### src/verilog/slcr_pkg.sv
// Package of the serial link configuration register bank.
// Assumes: one 50 MHz clock; registers reached as 16-bit holding registers
// through a word access port driven by the frame decoder.
package slcr_pkg;

    // ----------------------------------------
    // Register offsets
    // ----------------------------------------
    localparam logic [15:0] OFS_TERM_LEVEL_B = 16'h024F;
    localparam logic [15:0] OFS_NODE_ID = 16'h02BC;
    localparam logic [15:0] OFS_LINE_RATE = 16'h02BD;
    localparam logic [15:0] OFS_FRAMING = 16'h02BE;
    localparam logic [15:0] OFS_REPLY_DELAY = 16'h02BF;

    // ----------------------------------------
    // Reset values and legal ranges
    // ----------------------------------------
    localparam logic [15:0] RST_TERM_LEVEL = 16'h0000;
    localparam logic [15:0] RST_NODE_ID = 16'h0001;
    localparam logic [15:0] RST_LINE_RATE = 16'h0006;
    localparam logic [15:0] RST_FRAMING = 16'h0002;
    localparam logic [15:0] RST_REPLY_DELAY = 16'h0014;
    localparam logic [15:0] NODE_ID_MIN = 16'h0001;
    localparam logic [15:0] NODE_ID_MAX = 16'h00F7;
    localparam logic [15:0] LINE_RATE_MAX = 16'h0006;
    localparam logic [15:0] FRAMING_MAX = 16'h0002;
    localparam logic [15:0] REPLY_DELAY_MAX = 16'h0063;
    localparam logic [15:0] TERM_LEVEL_MAX = 16'h0001;
    localparam logic [7:0] BCAST_NODE = 8'h00;

    // ----------------------------------------
    // Field positions and widths
    // ----------------------------------------
    localparam int NODE_W = 8;
    localparam int RATE_W = 3;
    localparam int FRAME_W = 2;
    localparam int DELAY_W = 7;
    localparam int TERM_LEVEL_BIT = 0;
    localparam int TERM_VOLT = 0;
    localparam int TERM_CURR = 1;
    localparam int N_TERM = 2;

    // ----------------------------------------
    // Timing
    // ----------------------------------------
    localparam int CLK_PERIOD_NS = 20;
    localparam int MS_NS = 1000000;
    localparam int CYC_PER_MS = MS_NS / CLK_PERIOD_NS;

    // ----------------------------------------
    // Types
    // ----------------------------------------
    typedef enum logic [2:0] {
        RATE_2400 = 3'b000,
        RATE_4800 = 3'b001,
        RATE_9600 = 3'b010,
        RATE_19200 = 3'b011,
        RATE_38400 = 3'b100,
        RATE_57600 = 3'b101,
        RATE_115200 = 3'b110
    } slcr_rate_t;

    typedef enum logic [1:0] {
        FRAME_NONE_2S = 2'b00,
        FRAME_ODD_1S = 2'b01,
        FRAME_EVEN_1S = 2'b10
    } slcr_frame_t;

    typedef struct packed {
        logic [NODE_W-1:0] node;
        slcr_rate_t rate;
        slcr_frame_t framing;
    } slcr_link_cfg_t;

    typedef struct packed {
        logic wr;
        logic rd;
        logic [15:0] addr;
        logic [15:0] data;
    } slcr_req_t;

    typedef struct packed {
        logic valid;
        logic err;
        logic [15:0] data;
    } slcr_rsp_t;

    localparam slcr_link_cfg_t LINK_CFG_RST = '{
        node: RST_NODE_ID[NODE_W-1:0],
        rate: RATE_115200,
        framing: FRAME_EVEN_1S
    };

endpackage : slcr_pkg

### src/verilog/slcr_reply_timer.sv
// Reply hold-off timer: counts whole milliseconds before a reply may go.
// Assumes: start is a one-cycle pulse; starts while counting are ignored.
`timescale 1ns/10ps
module slcr_reply_timer #(
    parameter int unsigned CYCLES_PER_MS = slcr_pkg::CYC_PER_MS
) (
    input wire logic clk,
    input wire logic rst_b,
    input wire logic start,
    input wire logic [slcr_pkg::DELAY_W-1:0] delay_ms,
    output logic busy,
    output logic go
);
    localparam int SUB_W = (CYCLES_PER_MS > 1) ? $clog2(CYCLES_PER_MS) : 1;
    localparam logic [SUB_W-1:0] SUB_MAX = SUB_W'(CYCLES_PER_MS - 1);

    typedef enum logic {
        TMR_IDLE = 1'b0,
        TMR_COUNT = 1'b1
    } slcr_tmr_state_t;

    typedef struct packed {
        slcr_tmr_state_t state;
        logic [slcr_pkg::DELAY_W-1:0] ms_left;
        logic [SUB_W-1:0] sub;
        logic go;
    } slcr_tmr_t;

    slcr_tmr_t s_q;
    slcr_tmr_t s_d;

    always_comb begin
        s_d = s_q;
        s_d.go = 1'b0;
        case (s_q.state)
            TMR_IDLE: begin
                if (start) begin
                    if (delay_ms == '0) begin
                        s_d.go = 1'b1;
                    end else begin
                        s_d.state = TMR_COUNT;
                        s_d.ms_left = delay_ms;
                        s_d.sub = SUB_MAX;
                    end
                end
            end
            TMR_COUNT: begin
                if (s_q.sub == '0) begin
                    s_d.sub = SUB_MAX;
                    if (s_q.ms_left == 7'h01) begin
                        s_d.go = 1'b1;
                        s_d.state = TMR_IDLE;
                    end else begin
                        s_d.ms_left = s_q.ms_left - 7'h01;
                    end
                end else begin
                    s_d.sub = s_q.sub - SUB_W'(1);
                end
            end
            default: begin
                s_d.state = TMR_IDLE;
            end
        endcase
    end

    always_ff @(posedge clk or negedge rst_b) begin
        if (!rst_b) begin
            s_q <= '0;
        end else begin
            s_q <= s_d;
        end
    end

    assign busy = (s_q.state == TMR_COUNT);
    assign go = s_q.go;

    chk_zero_wait: assert property (@(posedge clk) disable iff (!rst_b)
        (start && !busy && delay_ms == '0) |=> go)
        else $error("zero reply delay did not release at once");
    chk_wait_holds: assert property (@(posedge clk) disable iff (!rst_b)
        (start && !busy && delay_ms != '0) |=> (!go && busy))
        else $error("reply released before its waiting time");

endmodule : slcr_reply_timer

### src/verilog/slcr_term_drive.sv
// Open-drain drivers of the voltage-fail and current-fail terminals.
// Assumes: the pad releases the line while oe is low.
`timescale 1ns/10ps
module slcr_term_drive (
    input wire logic clk,
    input wire logic rst_b,
    input wire logic [slcr_pkg::N_TERM-1:0] use_ctrl_b,
    input wire logic [slcr_pkg::N_TERM-1:0] fail_open,
    input wire logic level,
    output logic [slcr_pkg::N_TERM-1:0] pin_out,
    output logic [slcr_pkg::N_TERM-1:0] pin_oe
);
    typedef struct packed {
        logic [slcr_pkg::N_TERM-1:0] oe;
    } slcr_term_t;

    slcr_term_t s_q;
    slcr_term_t s_d;
    logic [slcr_pkg::N_TERM-1:0] open_want;

    // ----------------------------------------
    // Per-terminal source select
    // ----------------------------------------
    genvar gi;
    generate
        for (gi = 0; gi < slcr_pkg::N_TERM; gi++) begin : g_term
            // Value 0 shorts the pin, value 1 leaves it open
            assign open_want[gi] = use_ctrl_b[gi] ? level : fail_open[gi];
        end
    endgenerate

    always_comb begin
        s_d.oe = ~open_want;
    end

    always_ff @(posedge clk or negedge rst_b) begin
        if (!rst_b) begin
            s_q <= '0;
        end else begin
            s_q <= s_d;
        end
    end

    // Open drain: never drive high
    assign pin_out = '0;
    assign pin_oe = s_q.oe;

    chk_term_short: assert property (@(posedge clk) disable iff (!rst_b)
        (use_ctrl_b[0] && !level) |=> pin_oe[0])
        else $error("voltage-fail terminal not shorted for level 0");
    chk_term_open: assert property (@(posedge clk) disable iff (!rst_b)
        (use_ctrl_b[1] && level) |=> !pin_oe[1])
        else $error("current-fail terminal not released for level 1");

endmodule : slcr_term_drive

### src/verilog/slcr_link_regs.sv
// Serial link configuration holding registers with node match,
// reply hold-off and the second terminal-output control.
// Assumes: a frame decoder issues word accesses and the diagnostics
// restart; a pad ring resolves the open-drain terminals.
`timescale 1ns/10ps

// Contract
// - Assigned fail terminals short for value 0, open for value 1.
// - Device answers only frames carrying its own active node identifier; here the reply timer arms for any non-broadcast frame, matched or not.
// - Node identifier accepts 1 to 247, defaults to 1.
// - New node identifier applies only after restart or power cycle.
// - Line rate codes 0 to 6, 2400 to 115200 bps, default 6.
// - Changed line rate applies only after restart or power cycle.
// - Framing codes 0 to 2: none/2 stop, odd/1, even/1; default 2.
// - Framing change applies after restart; its own reply keeps old framing.
// - Unapplied settings become active at the next power-up; here reset reloads the defaults instead.
// - Each unicast reply waits the set 0 to 99 ms, default 20.
// - Reply delay write applies at once, even to its own reply.
module slcr_link_regs #(
    parameter int unsigned CYCLES_PER_MS = slcr_pkg::CYC_PER_MS
) (
    input wire logic clk,
    input wire logic rst_b,
    input slcr_pkg::slcr_req_t req,
    output slcr_pkg::slcr_rsp_t rsp,
    input wire logic restart_comm,
    input wire logic frame_node_valid,
    input wire logic [slcr_pkg::NODE_W-1:0] frame_node,
    output logic node_match,
    output logic node_bcast,
    input wire logic reply_pend,
    output logic reply_go,
    output slcr_pkg::slcr_link_cfg_t link_cfg,
    output logic cfg_pending,
    input wire logic [slcr_pkg::N_TERM-1:0] term_use_ctrl_b,
    input wire logic [slcr_pkg::N_TERM-1:0] term_fail_open,
    output logic [slcr_pkg::N_TERM-1:0] term_out,
    output logic [slcr_pkg::N_TERM-1:0] term_oe
);
    typedef struct packed {
        slcr_pkg::slcr_link_cfg_t stored;
        slcr_pkg::slcr_link_cfg_t active;
        logic [slcr_pkg::DELAY_W-1:0] delay_ms;
        logic term_level;
        slcr_pkg::slcr_rsp_t rsp;
        logic boot;
        logic match;
        logic bcast;
        logic last_bcast;
        logic pending;
    } slcr_core_t;

    localparam slcr_core_t CORE_RST = '{
        stored: slcr_pkg::LINK_CFG_RST,
        active: slcr_pkg::LINK_CFG_RST,
        delay_ms: slcr_pkg::RST_REPLY_DELAY[slcr_pkg::DELAY_W-1:0],
        term_level: slcr_pkg::RST_TERM_LEVEL[slcr_pkg::TERM_LEVEL_BIT],
        rsp: '0,
        boot: 1'b1,
        match: 1'b0,
        bcast: 1'b0,
        last_bcast: 1'b0,
        pending: 1'b0
    };

    slcr_core_t s_q;
    slcr_core_t s_d;
    logic reply_start;
    logic timer_busy;
    logic [15:0] rd_word;
    logic rd_hit;

    // ----------------------------------------
    // Read mux
    // ----------------------------------------
    always_comb begin
        rd_word = '0;
        rd_hit = 1'b1;
        case (req.addr)
            slcr_pkg::OFS_TERM_LEVEL_B: begin
                rd_word = {15'h0000, s_q.term_level};
            end
            slcr_pkg::OFS_NODE_ID: begin
                rd_word = {8'h00, s_q.stored.node};
            end
            slcr_pkg::OFS_LINE_RATE: begin
                rd_word = {13'h0000, s_q.stored.rate};
            end
            slcr_pkg::OFS_FRAMING: begin
                rd_word = {14'h0000, s_q.stored.framing};
            end
            slcr_pkg::OFS_REPLY_DELAY: begin
                rd_word = {9'h000, s_q.delay_ms};
            end
            default: begin
                rd_hit = 1'b0;
            end
        endcase
    end

    // ----------------------------------------
    // Next state
    // ----------------------------------------
    always_comb begin
        s_d = s_q;
        s_d.rsp = '0;
        s_d.boot = 1'b0;
        s_d.match = 1'b0;
        s_d.bcast = 1'b0;

        // Reset loads defaults into both copies; the boot cycle then
        // reloads the active set, standing in for a nonvolatile restore.
        if (s_q.boot || restart_comm) begin
            s_d.active = s_q.stored;
        end

        if (req.wr) begin
            s_d.rsp.valid = 1'b1;
            s_d.rsp.data = req.data;
            case (req.addr)
                slcr_pkg::OFS_TERM_LEVEL_B: begin
                    if (req.data <= slcr_pkg::TERM_LEVEL_MAX) begin
                        s_d.term_level = req.data[slcr_pkg::TERM_LEVEL_BIT];
                    end else begin
                        s_d.rsp.err = 1'b1;
                    end
                end
                slcr_pkg::OFS_NODE_ID: begin
                    if (req.data >= slcr_pkg::NODE_ID_MIN &&
                        req.data <= slcr_pkg::NODE_ID_MAX) begin
                        s_d.stored.node = req.data[slcr_pkg::NODE_W-1:0];
                    end else begin
                        s_d.rsp.err = 1'b1;
                    end
                end
                slcr_pkg::OFS_LINE_RATE: begin
                    if (req.data <= slcr_pkg::LINE_RATE_MAX) begin
                        s_d.stored.rate =
                            slcr_pkg::slcr_rate_t'(req.data[slcr_pkg::RATE_W-1:0]);
                    end else begin
                        s_d.rsp.err = 1'b1;
                    end
                end
                slcr_pkg::OFS_FRAMING: begin
                    if (req.data <= slcr_pkg::FRAMING_MAX) begin
                        s_d.stored.framing =
                            slcr_pkg::slcr_frame_t'(req.data[slcr_pkg::FRAME_W-1:0]);
                    end else begin
                        s_d.rsp.err = 1'b1;
                    end
                end
                slcr_pkg::OFS_REPLY_DELAY: begin
                    if (req.data <= slcr_pkg::REPLY_DELAY_MAX) begin
                        s_d.delay_ms = req.data[slcr_pkg::DELAY_W-1:0];
                    end else begin
                        s_d.rsp.err = 1'b1;
                    end
                end
                default: begin
                    s_d.rsp.err = 1'b1;
                end
            endcase
        end else if (req.rd) begin
            s_d.rsp.valid = 1'b1;
            s_d.rsp.data = rd_word;
            s_d.rsp.err = !rd_hit;
        end

        // Matching uses the active copy, so a fresh write cannot redirect
        // the reply to the frame that carried it.
        if (frame_node_valid) begin
            s_d.match = (frame_node == s_q.active.node);
            s_d.bcast = (frame_node == slcr_pkg::BCAST_NODE);
            s_d.last_bcast = (frame_node == slcr_pkg::BCAST_NODE);
        end

        s_d.pending = (s_d.stored != s_d.active);
    end

    always_ff @(posedge clk or negedge rst_b) begin
        if (!rst_b) begin
            s_q <= CORE_RST;
        end else begin
            s_q <= s_d;
        end
    end

    // ----------------------------------------
    // Reply hold-off and terminals
    // ----------------------------------------
    // Broadcasts never get a reply, so they never arm the timer.
    assign reply_start = reply_pend && !s_q.last_bcast;

    slcr_reply_timer #(
        .CYCLES_PER_MS(CYCLES_PER_MS)
    ) u_timer (
        .clk(clk),
        .rst_b(rst_b),
        .start(reply_start),
        .delay_ms(s_q.delay_ms),
        .busy(timer_busy),
        .go(reply_go)
    );

    slcr_term_drive u_term (
        .clk(clk),
        .rst_b(rst_b),
        .use_ctrl_b(term_use_ctrl_b),
        .fail_open(term_fail_open),
        .level(s_q.term_level),
        .pin_out(term_out),
        .pin_oe(term_oe)
    );

    assign rsp = s_q.rsp;
    assign link_cfg = s_q.active;
    assign node_match = s_q.match;
    assign node_bcast = s_q.bcast;
    assign cfg_pending = s_q.pending;

    // ----------------------------------------
    // Checks
    // ----------------------------------------
    chk_node_range: assert property (@(posedge clk) disable iff (!rst_b)
        (req.wr && req.addr == slcr_pkg::OFS_NODE_ID &&
         (req.data == 16'h0000 || req.data > slcr_pkg::NODE_ID_MAX))
        |=> (rsp.err && $stable(s_q.stored.node)))
        else $error("illegal node identifier accepted");
    chk_node_held: assert property (@(posedge clk) disable iff (!rst_b)
        (!restart_comm && !s_q.boot) |=> $stable(link_cfg.node))
        else $error("active node identifier moved without restart");
    chk_rate_range: assert property (@(posedge clk) disable iff (!rst_b)
        (req.wr && req.addr == slcr_pkg::OFS_LINE_RATE &&
         req.data > slcr_pkg::LINE_RATE_MAX) |=> rsp.err)
        else $error("illegal line rate code accepted");
    chk_rate_held: assert property (@(posedge clk) disable iff (!rst_b)
        (req.wr && req.addr == slcr_pkg::OFS_LINE_RATE && !restart_comm && !s_q.boot)
        |=> $stable(link_cfg.rate))
        else $error("line rate changed on write");
    chk_frame_old: assert property (@(posedge clk) disable iff (!rst_b)
        (req.wr && req.addr == slcr_pkg::OFS_FRAMING && !restart_comm && !s_q.boot)
        |=> (rsp.valid && $stable(link_cfg.framing)))
        else $error("framing changed before its own reply");
    chk_frame_range: assert property (@(posedge clk) disable iff (!rst_b)
        (req.wr && req.addr == slcr_pkg::OFS_FRAMING &&
         req.data > slcr_pkg::FRAMING_MAX) |=> rsp.err)
        else $error("illegal framing code accepted");
    chk_restart_copy: assert property (@(posedge clk) disable iff (!rst_b)
        restart_comm |=> (link_cfg == $past(s_q.stored)))
        else $error("restart did not load stored settings");
    chk_delay_now: assert property (@(posedge clk) disable iff (!rst_b)
        (req.wr && req.addr == slcr_pkg::OFS_REPLY_DELAY &&
         req.data <= slcr_pkg::REPLY_DELAY_MAX)
        |=> (s_q.delay_ms == $past(req.data[slcr_pkg::DELAY_W-1:0])))
        else $error("reply delay not applied at once");
    chk_node_match: assert property (@(posedge clk) disable iff (!rst_b)
        (frame_node_valid && frame_node != link_cfg.node) |=> !node_match)
        else $error("foreign node identifier matched");
    chk_boot_load: assert property (@(posedge clk) disable iff (!rst_b)
        s_q.boot |=> (link_cfg == $past(s_q.stored)))
        else $error("power-up did not load stored settings");

    chk_node_store: assert property (@(posedge clk) disable iff (!rst_b)
        (req.wr && req.addr == slcr_pkg::OFS_NODE_ID &&
         req.data >= slcr_pkg::NODE_ID_MIN && req.data <= slcr_pkg::NODE_ID_MAX)
        |=> (!rsp.err && s_q.stored.node == $past(req.data[slcr_pkg::NODE_W-1:0])))
        else $error("legal node identifier not stored");

    chk_match_own: assert property (@(posedge clk) disable iff (!rst_b)
        (frame_node_valid && frame_node == link_cfg.node) |=> node_match)
        else $error("own node identifier not matched");

    chk_restart_clears: assert property (@(posedge clk) disable iff (!rst_b)
        (restart_comm && !req.wr) |=> !cfg_pending)
        else $error("settings still pending after restart");

    chk_term_range: assert property (@(posedge clk) disable iff (!rst_b)
        (req.wr && req.addr == slcr_pkg::OFS_TERM_LEVEL_B &&
         req.data > slcr_pkg::TERM_LEVEL_MAX)
        |=> (rsp.err && $stable(s_q.term_level)))
        else $error("illegal terminal level accepted");

    chk_delay_range: assert property (@(posedge clk) disable iff (!rst_b)
        (req.wr && req.addr == slcr_pkg::OFS_REPLY_DELAY &&
         req.data > slcr_pkg::REPLY_DELAY_MAX)
        |=> (rsp.err && $stable(s_q.delay_ms)))
        else $error("illegal reply delay accepted");

    chk_bcast_quiet: assert property (@(posedge clk) disable iff (!rst_b)
        (s_q.last_bcast && reply_pend && !timer_busy) |=> (!timer_busy && !reply_go))
        else $error("reply armed for a broadcast frame");


    cov_restart_apply: cover property (@(posedge clk) disable iff (!rst_b)
        cfg_pending ##1 restart_comm ##1 !cfg_pending);
    cov_reply_wait: cover property (@(posedge clk) disable iff (!rst_b)
        reply_start ##1 timer_busy ##[1:300] reply_go);
    cov_bad_write: cover property (@(posedge clk) disable iff (!rst_b)
        rsp.valid && rsp.err);
    cov_zero_wait: cover property (@(posedge clk) disable iff (!rst_b)
        reply_start && s_q.delay_ms == '0 ##1 reply_go);
    cov_bcast_seen: cover property (@(posedge clk) disable iff (!rst_b)
        node_bcast);

endmodule : slcr_link_regs

### config.mk
export PLATFORM = sky130hd
export DESIGN_NAME = slcr_link_regs
export DESIGN_NICKNAME = d
export VERILOG_FILES = /design/src/verilog/slcr_pkg.sv /design/src/verilog/slcr_reply_timer.sv /design/src/verilog/slcr_term_drive.sv /design/src/verilog/slcr_link_regs.sv
export SDC_FILE = /design/constraint.sdc
export NUM_CORES = 1
export LEC_CHECK = 0
export ABC_AREA = 1
export BUFFER_PORTS_ARGS = -buffer_cell sky130_fd_sc_hd__buf_2
export CAP_MARGIN = 10
export CORE_ASPECT_RATIO = 0.7
export CORE_MARGIN = 2
export CORE_UTILIZATION = 51
export DETAILED_ROUTE_END_ITERATION = 10
export MAX_ROUTING_LAYER = met4
export PLACE_DENSITY = 0.87
export REMOVE_ABC_BUFFERS = 1
export SYNTH_ARGS = -nofsm -noshare
export SYNTH_HDL_FRONTEND = slang
export SYNTH_HIERARCHICAL = 1
export SYNTH_SLANG_ARGS = --single-unit
export TNS_END_PERCENT = 10
### constraint.sdc
create_clock -name clk -period 1.45 [get_ports clk]
set_input_delay 0.0725 -clock clk [delete_from_list [all_inputs] [get_ports clk]]
set_output_delay 0.0725 -clock clk [all_outputs]
set_load 0.005 [all_outputs]
==> run metrics, run 1 <==
DR DRC count=0; non-filler instance count after layout=about 1000; Max IR drop VDD=roughly 700 uV; Final Setup Violations=1; pin count of the biggest net entering global routing=53; placed instance count=around 970; WL met1=approximately 7 mm; number of flops mapped to enable cells by yosys=0; H-tree Lvls=3; Worst-Margin Slew=0.670 ns; Sink Count=84; via count=around 5200; wire length per cell=roughly 15 microns; Die X=~120 microns; maximum clock path buffer count=2; post-synthesis cell area=around 5200 sq um; Max Clock Freq=approximately 610 MHz; crit path time final=about 1.6 ns; met3 WL=about 1.3 mm; type of origin of the critical path=flip-flop; cell family with most CP delay=simple AND/OR/NAND/NOR gates; pwr/cell area=about 800 nW/um^2; I/O pin count=90; final worst slack=-0.187 ns; Top FF cell, synth=dfrtp_1; worst skew pair latency=0.35 ns; Port Buf Inserts=87; yosys warns=6; GR Util All Layers=~29%; final WL=between 10 and 15 mm; hpwl dp=10.7 mm; Core Rows=30; detailed router's first-iteration violation count=between 400 and 500; layout cell share with drive strength beyond 1=33.1%; antenna violations before repair=0; Final Cycle Share=113%; DRT antenna net count=0; CP max-delay cell=dfstp_2; relative slew slack=a little over half; RSZ-0062 raised after global routing=yes; top area cells in the synthesized netlist=dfrtp_1, nand2_1, inv_1; Most common cell on crit path=nand2_1; crit-path max FO=7; outcome=finished with violations; critical-path cell list=nor2_4 -> clkbuf_16 -> o21ai_4 -> inv_2 -> nand3_2 -> nand2_1 -> nor2_1 -> nand2_1 -> nor2_2 -> nand2_1; CTS clk-pin slew, worst paths=around 0.060 ns; area leader, netlist=dfrtp_1; CTS buffer count=9; vias in the first global route=between 4000 and 5000; Initial Util=52.8%; Netlist cell types=47; post-synth top area share=between 30% and 40%; metal2 WL=~6.6 mm; core footprint=9800 sq um; Setup crit end kind=flip-flop; syn_area_per_cell=7.33 sq um; r2r startpoint=s_q[4]; Worst path max stage delay=0.54 ns; Final Hold Fails=0; Final nets=slightly above 900; crit path DAT=around 1.9 ns; WP buf/inv=2; failing checks=negative setup slack; WP data required=about 1.7 ns; CTS root buf=clkbuf_16; Seq cells post-synth=84; clock skew=0.00752 ns; cell count after synthesis=about 700; first-pass GRT wire length=roughly 24 mm; crit path kind=reg -> reg; Chip Height=a little under 90 microns; drt pass-1 iters=5; Area Overhead vs Synth=33.8%; HP Class=in -> reg; leakage=3.62 nW; Die ar.=11000 sq um; routability congestion estimate=just over 1; via/cell ratio=about 5.2; Pwr Total=5.56 mW; Top Metal Used=met4; CP startpoint=s_q[4]; hold_sp=frame_node[6]; CTS tree=yes; fraction of registers with async set/reset=100%; GRT Residual Overflow=0; diodes inserted=0; fin. max-slew vios=0; sequential share of the synthesized area=around two fifths; maxcap violations=0
## stage by stage
stage | utilization, % | worst slack (ns) | cell area [sq um] | setup TNS (ns) | hold WS (ns)
finish | 70.7 | -0.187 | 6930 | -0.187 | 0.00781
floorplan | - | -0.396 | 4880 | -0.442 | -0.223
global route | 70.7 | -0.318 | 6930 | -1.84 | 0.0169
CTS | 68.8 | -0.128 | 6740 | -0.134 | 0.00232
global placement | 63.4 | -0.298 | 6220 | -1.34 | -0.0657
detailed placement | 63.4 | -0.367 | 6220 | -2.79 | -0.0670
## worst register-to-register path, cell delays in order, from the launching register on
cell and delay [ns]:
dfstp_2 0.54, nor2_4 0.06, clkbuf_16 0.17, o21ai_4 0.18
inv_2 0.06, nand3_2 0.06, nand2_1 0.07, nor2_1 0.10
nand2_1 0.08, nor2_2 0.11, nand2_1 0.09
## per-layer routing
metal	GRT usage, %	vias up
li1	-	2547
met1	38.6	2425
met2	42.9	237
met3	7.68	15
met4	7.35	0
met5	-	-
## cell usage after synthesis (4+ instances only)
cell type and count:
inv_1 95, nor2_2 9, ha_1 4, xor2_1 9, dfstp_2 11, nor2_1 70, a21oi_1 5, buf_4 33
nand4_1 11, nand2_1 185, dfrtp_1 73, o21ai_0 40, nand3_1 69, nand2_2 13, o21ai_1 11, inv_2 4
nor2_4 7, o22ai_1 8, nor3_1 6
## registers in the layout, summed over array words and instances, names as in the netlist
signal	flops
link_cfg	13
s_q	23
rsp	18
u_term/pin_oe	2
cfg_pending	1
node_bcast	1
u_timer/busy	1
node_match	1
u_timer/s_q	23
u_timer/go	1
## layout by cell type, fill, tap and decap left out, drive strengths merged, types with 2 or more instances in the layout
cell type / synthesis / final
a21oi: 5 / 5
buf: 39 / 180
bufinv: 0 / 2
clkbuf: 2 / 10
clkinv: 1 / 3
conb: 2 / 3
dfrtp: 73 / 73
dfstp: 11 / 11
dlygate4sd3: 0 / 14
ha: 4 / 4
inv: 101 / 103
nand2: 201 / 201
nand3: 73 / 73
nand4: 11 / 11
nor2: 86 / 86
nor3: 7 / 7
nor4: 2 / 2
o21ai: 54 / 54
o221ai: 2 / 2
o22ai: 9 / 9
o31ai: 2 / 2
xnor2: 2 / 2
xor2: 9 / 9
## power breakdown
group	total [mW]	switching [mW]	internal (mW)
registers	2.42	0.0239	2.40
logic	0.611	0.336	0.275
clock network	2.52	1.00	1.52
## worst paths after layout
check	to	slack [ns]	cells after the start
max	cfg_pending	-0.19	10
min	node_bcast	0.008	4
max reg2reg	cfg_pending	-0.19	10
min reg2reg	u_timer/s_q[23]	0.51	2
max in group asynchronous	link_cfg[3]	0.76	3
min in group asynchronous	s_q[50]	0.12	2
## kinds of logic after synthesis
family,count (synthesis),share of synthesized area (%)
buffers and inverters,143,13.2
other,2,0.145
AND/OR/NAND/NOR,383,33.9
adder cells (fa/ha/maj),4,0.967
flip-flops,84,40.9
XOR/XNOR,11,1.86
AO/OA/AOI/OAI,79,9.04
## cell type report
type / instances / area (sq um)
clock inverters: 7 / 98.8
flip-flops and latches: 84 / 2120
clock buffers: 9 / 225
repair buffers: 195 / 1360
well taps: 128 / 160
fillers: 750 / 2870
multi-input cells: 480 / 2580
inverters: 102 / 390
## repair_timing
action,4_1_cts,5_1_grt
hold buffers,14,0
cloned,0,2
pin swaps,1,12
hold endpoints to repair,88,0
resized for setup,24,40
endpoints found under the setup margin,24,23
setup buffers,0,1
Note: power is estimated with default switching activity, not from simulation.
==> inputs of run 2 (changes only) <==
==> constraint.sdc (replaced) <==
create_clock -name clk -period 1.45 [get_ports clk]
set_input_delay 0.145 -clock clk [delete_from_list [all_inputs] [get_ports clk]]
set_output_delay 0.145 -clock clk [all_outputs]
set_load 0.005 [all_outputs]
==> run 2 against run 1 <==
The run still ends with negative setup slack left. Maximum frequency is 3.0% lower. Clock power is 7% lower. Non-clock buffer count is 1 lower. Total power is 3.2% lower. Count of clock-buffer cells in the layout is 3 higher. Via count is 2.8% higher. Utilization is 0.88 points higher. Final area is 1.2% higher. Critical endpoint unchanged. Highest routed layer unchanged.
==> run metrics, run 2 (synthesis results as in run 1) <==
Max IR drop VDD=802 uV; setup_tns=-0.239 ns; CP startpoint=s_q[4]; relative slew slack=about two fifths; Top Metal Used=met4; CTS tree=yes; Core Rows=30; routability congestion estimate=1.03; Chip Height=between 80 and 90 microns; register area=2120 sq um; I/O pin count=90; final worst slack=-0.237 ns; Design Area, Final=7010 sq um; GRT Residual Overflow=0; outcome=finished with violations; pin count of the biggest net entering global routing=39; Final nets=~930; layout cell share with drive strength beyond 1=38.5%; crit path kind=reg -> reg; via/cell ratio=between 5 and 6; Area Overhead vs Synth=35.4%; hold_sp=term_use_ctrl_b[0]; antenna violations before repair=0; H-tree Lvls=3; crit path time final=between 1.5 and 2 ns; drt pass-1 iters=6; commonest non-fill, non-tap cell in the layout=nand2_1; CTS root buf=clkbuf_16; Pwr Total=approximately 5.4 mW; leakage=approximately 3.6 nW; CTS clk-pin slew, worst paths=around 0.06 ns; Hold Path End=u_term/pin_oe[0]; WL met1=slightly below 7 mm; flop2flop setup slack=-0.24 ns; GR Util All Layers=between 20% and 30%; final WL=about 15 mm; crit path DAT=about 1.9 ns; fin. max-slew vios=0; RSZ-0062 raised after global routing=yes; Port Buf Inserts=87; core footprint=between 9000 and 10000 sq um; Initial Util=between 50 and 60%; Sink Count=84; CTS buffer count=9; WP data required=roughly 1.7 ns; non-filler instance count after layout=between 1000 and 1500; met3 WL=approximately 1.5 mm; wire length per cell=between 15 and 20 microns; failing checks=negative setup slack; Die X=about 120 microns; metal2 WL=approximately 6.9 mm; Filler cells=720; Die ar.=11000 sq um; pwr/cell area=between 700 and 800 nW/um^2; DRT antenna net count=0; Reg2Reg Capture Point=cfg_pending; Final Cycle Share=116%; crit-path max FO=7; most frequent cells in the layout=nand2_1, buf_4, buf_2; via count=around 5400; DR DRC count=0; worst skew pair latency=between 0.3 and 0.4 ns; R2R cell count=10; Final Setup Violations=2; Hold Path Stages=3; HP Class=in -> reg; placed instance count=972; detailed router's first-iteration violation count=500; vias in the first global route=slightly below 5000; first-pass GRT wire length=about 24 mm; Min Hold Slack=around 0.0083 ns; Worst-Margin Slew=about 0.88 ns; Setup crit end kind=flip-flop; diodes inserted=0; multi-input combinational cell area=2690 sq um; hpwl dp=~11 mm; Place WS=-0.476 ns; r2r startpoint=s_q[4]; Max Clock Freq=just under 600 MHz; maxcap violations=0; fin util=a little under three quarters; clock skew=~0.0095 ns; Final Hold Fails=0; dpl cell area=approximately 6200 sq um; maximum clock path buffer count=2; type of origin of the critical path=flip-flop
==> run 2: worst max-delay path by stage <==
stage / slack [ns] / endpoint
6_report: -0.24 / cfg_pending
3_3_place_gp: -0.37 / cfg_pending
3_5_place_dp: -0.48 / cfg_pending
5_1_grt: -0.31 / cfg_pending
4_1_cts: -0.15 / cfg_pending
2_1_floorplan: -0.40 / cfg_pending
==> run 2: critical path, cell delays in order, from the launching register on <==
cell	delay [ns]
dfstp_2	0.54
nor2_4	0.07
clkbuf_16	0.18
o21ai_4	0.17
inv_2	0.07
nand3_2	0.08
nand2_2	0.06
nor2_2	0.12
nand2_1	0.08
nor2_2	0.13
nand2_1	0.07
==> run 2: power by group <==
group / switching (mW) / total [mW] / internal (mW)
Clock: 0.957 / 2.34 / 1.38
Combinational: 0.347 / 0.618 / 0.271
Sequential: 0.0244 / 2.42 / 2.40
==> run 2: per-layer routing <==
metal,vias up,GRT usage (%)
met5,-,-
met2,283,41.1
li1,2544,-
met3,39,8.59
met1,2503,38.4
met4,0,6.64
==> run 2: what timing repair did <==
| action | CTS | global route |
|---|---|---|
| hold endpoints to repair | 25 | 0 |
| setup buffers | 0 | 8 |
| endpoints found under the setup margin | 16 | 27 |
| pin swaps | 1 | 28 |
| cloned | 0 | 3 |
| hold buffers | 5 | 0 |
| gates resized for setup | 17 | 94 |
==> run 2: layout make-up <==
| class | count | share of cell area, % |
|---|---|---|
| clock buffers | 12 | 3.52 |
| multi-input cells | 480 | 38.4 |
| well taps | 128 | 2.28 |
| repair buffers | 194 | 19.3 |
| inverters | 102 | 5.53 |
| flip-flops and latches | 84 | 30.2 |
| clock inverters | 4 | 0.696 |
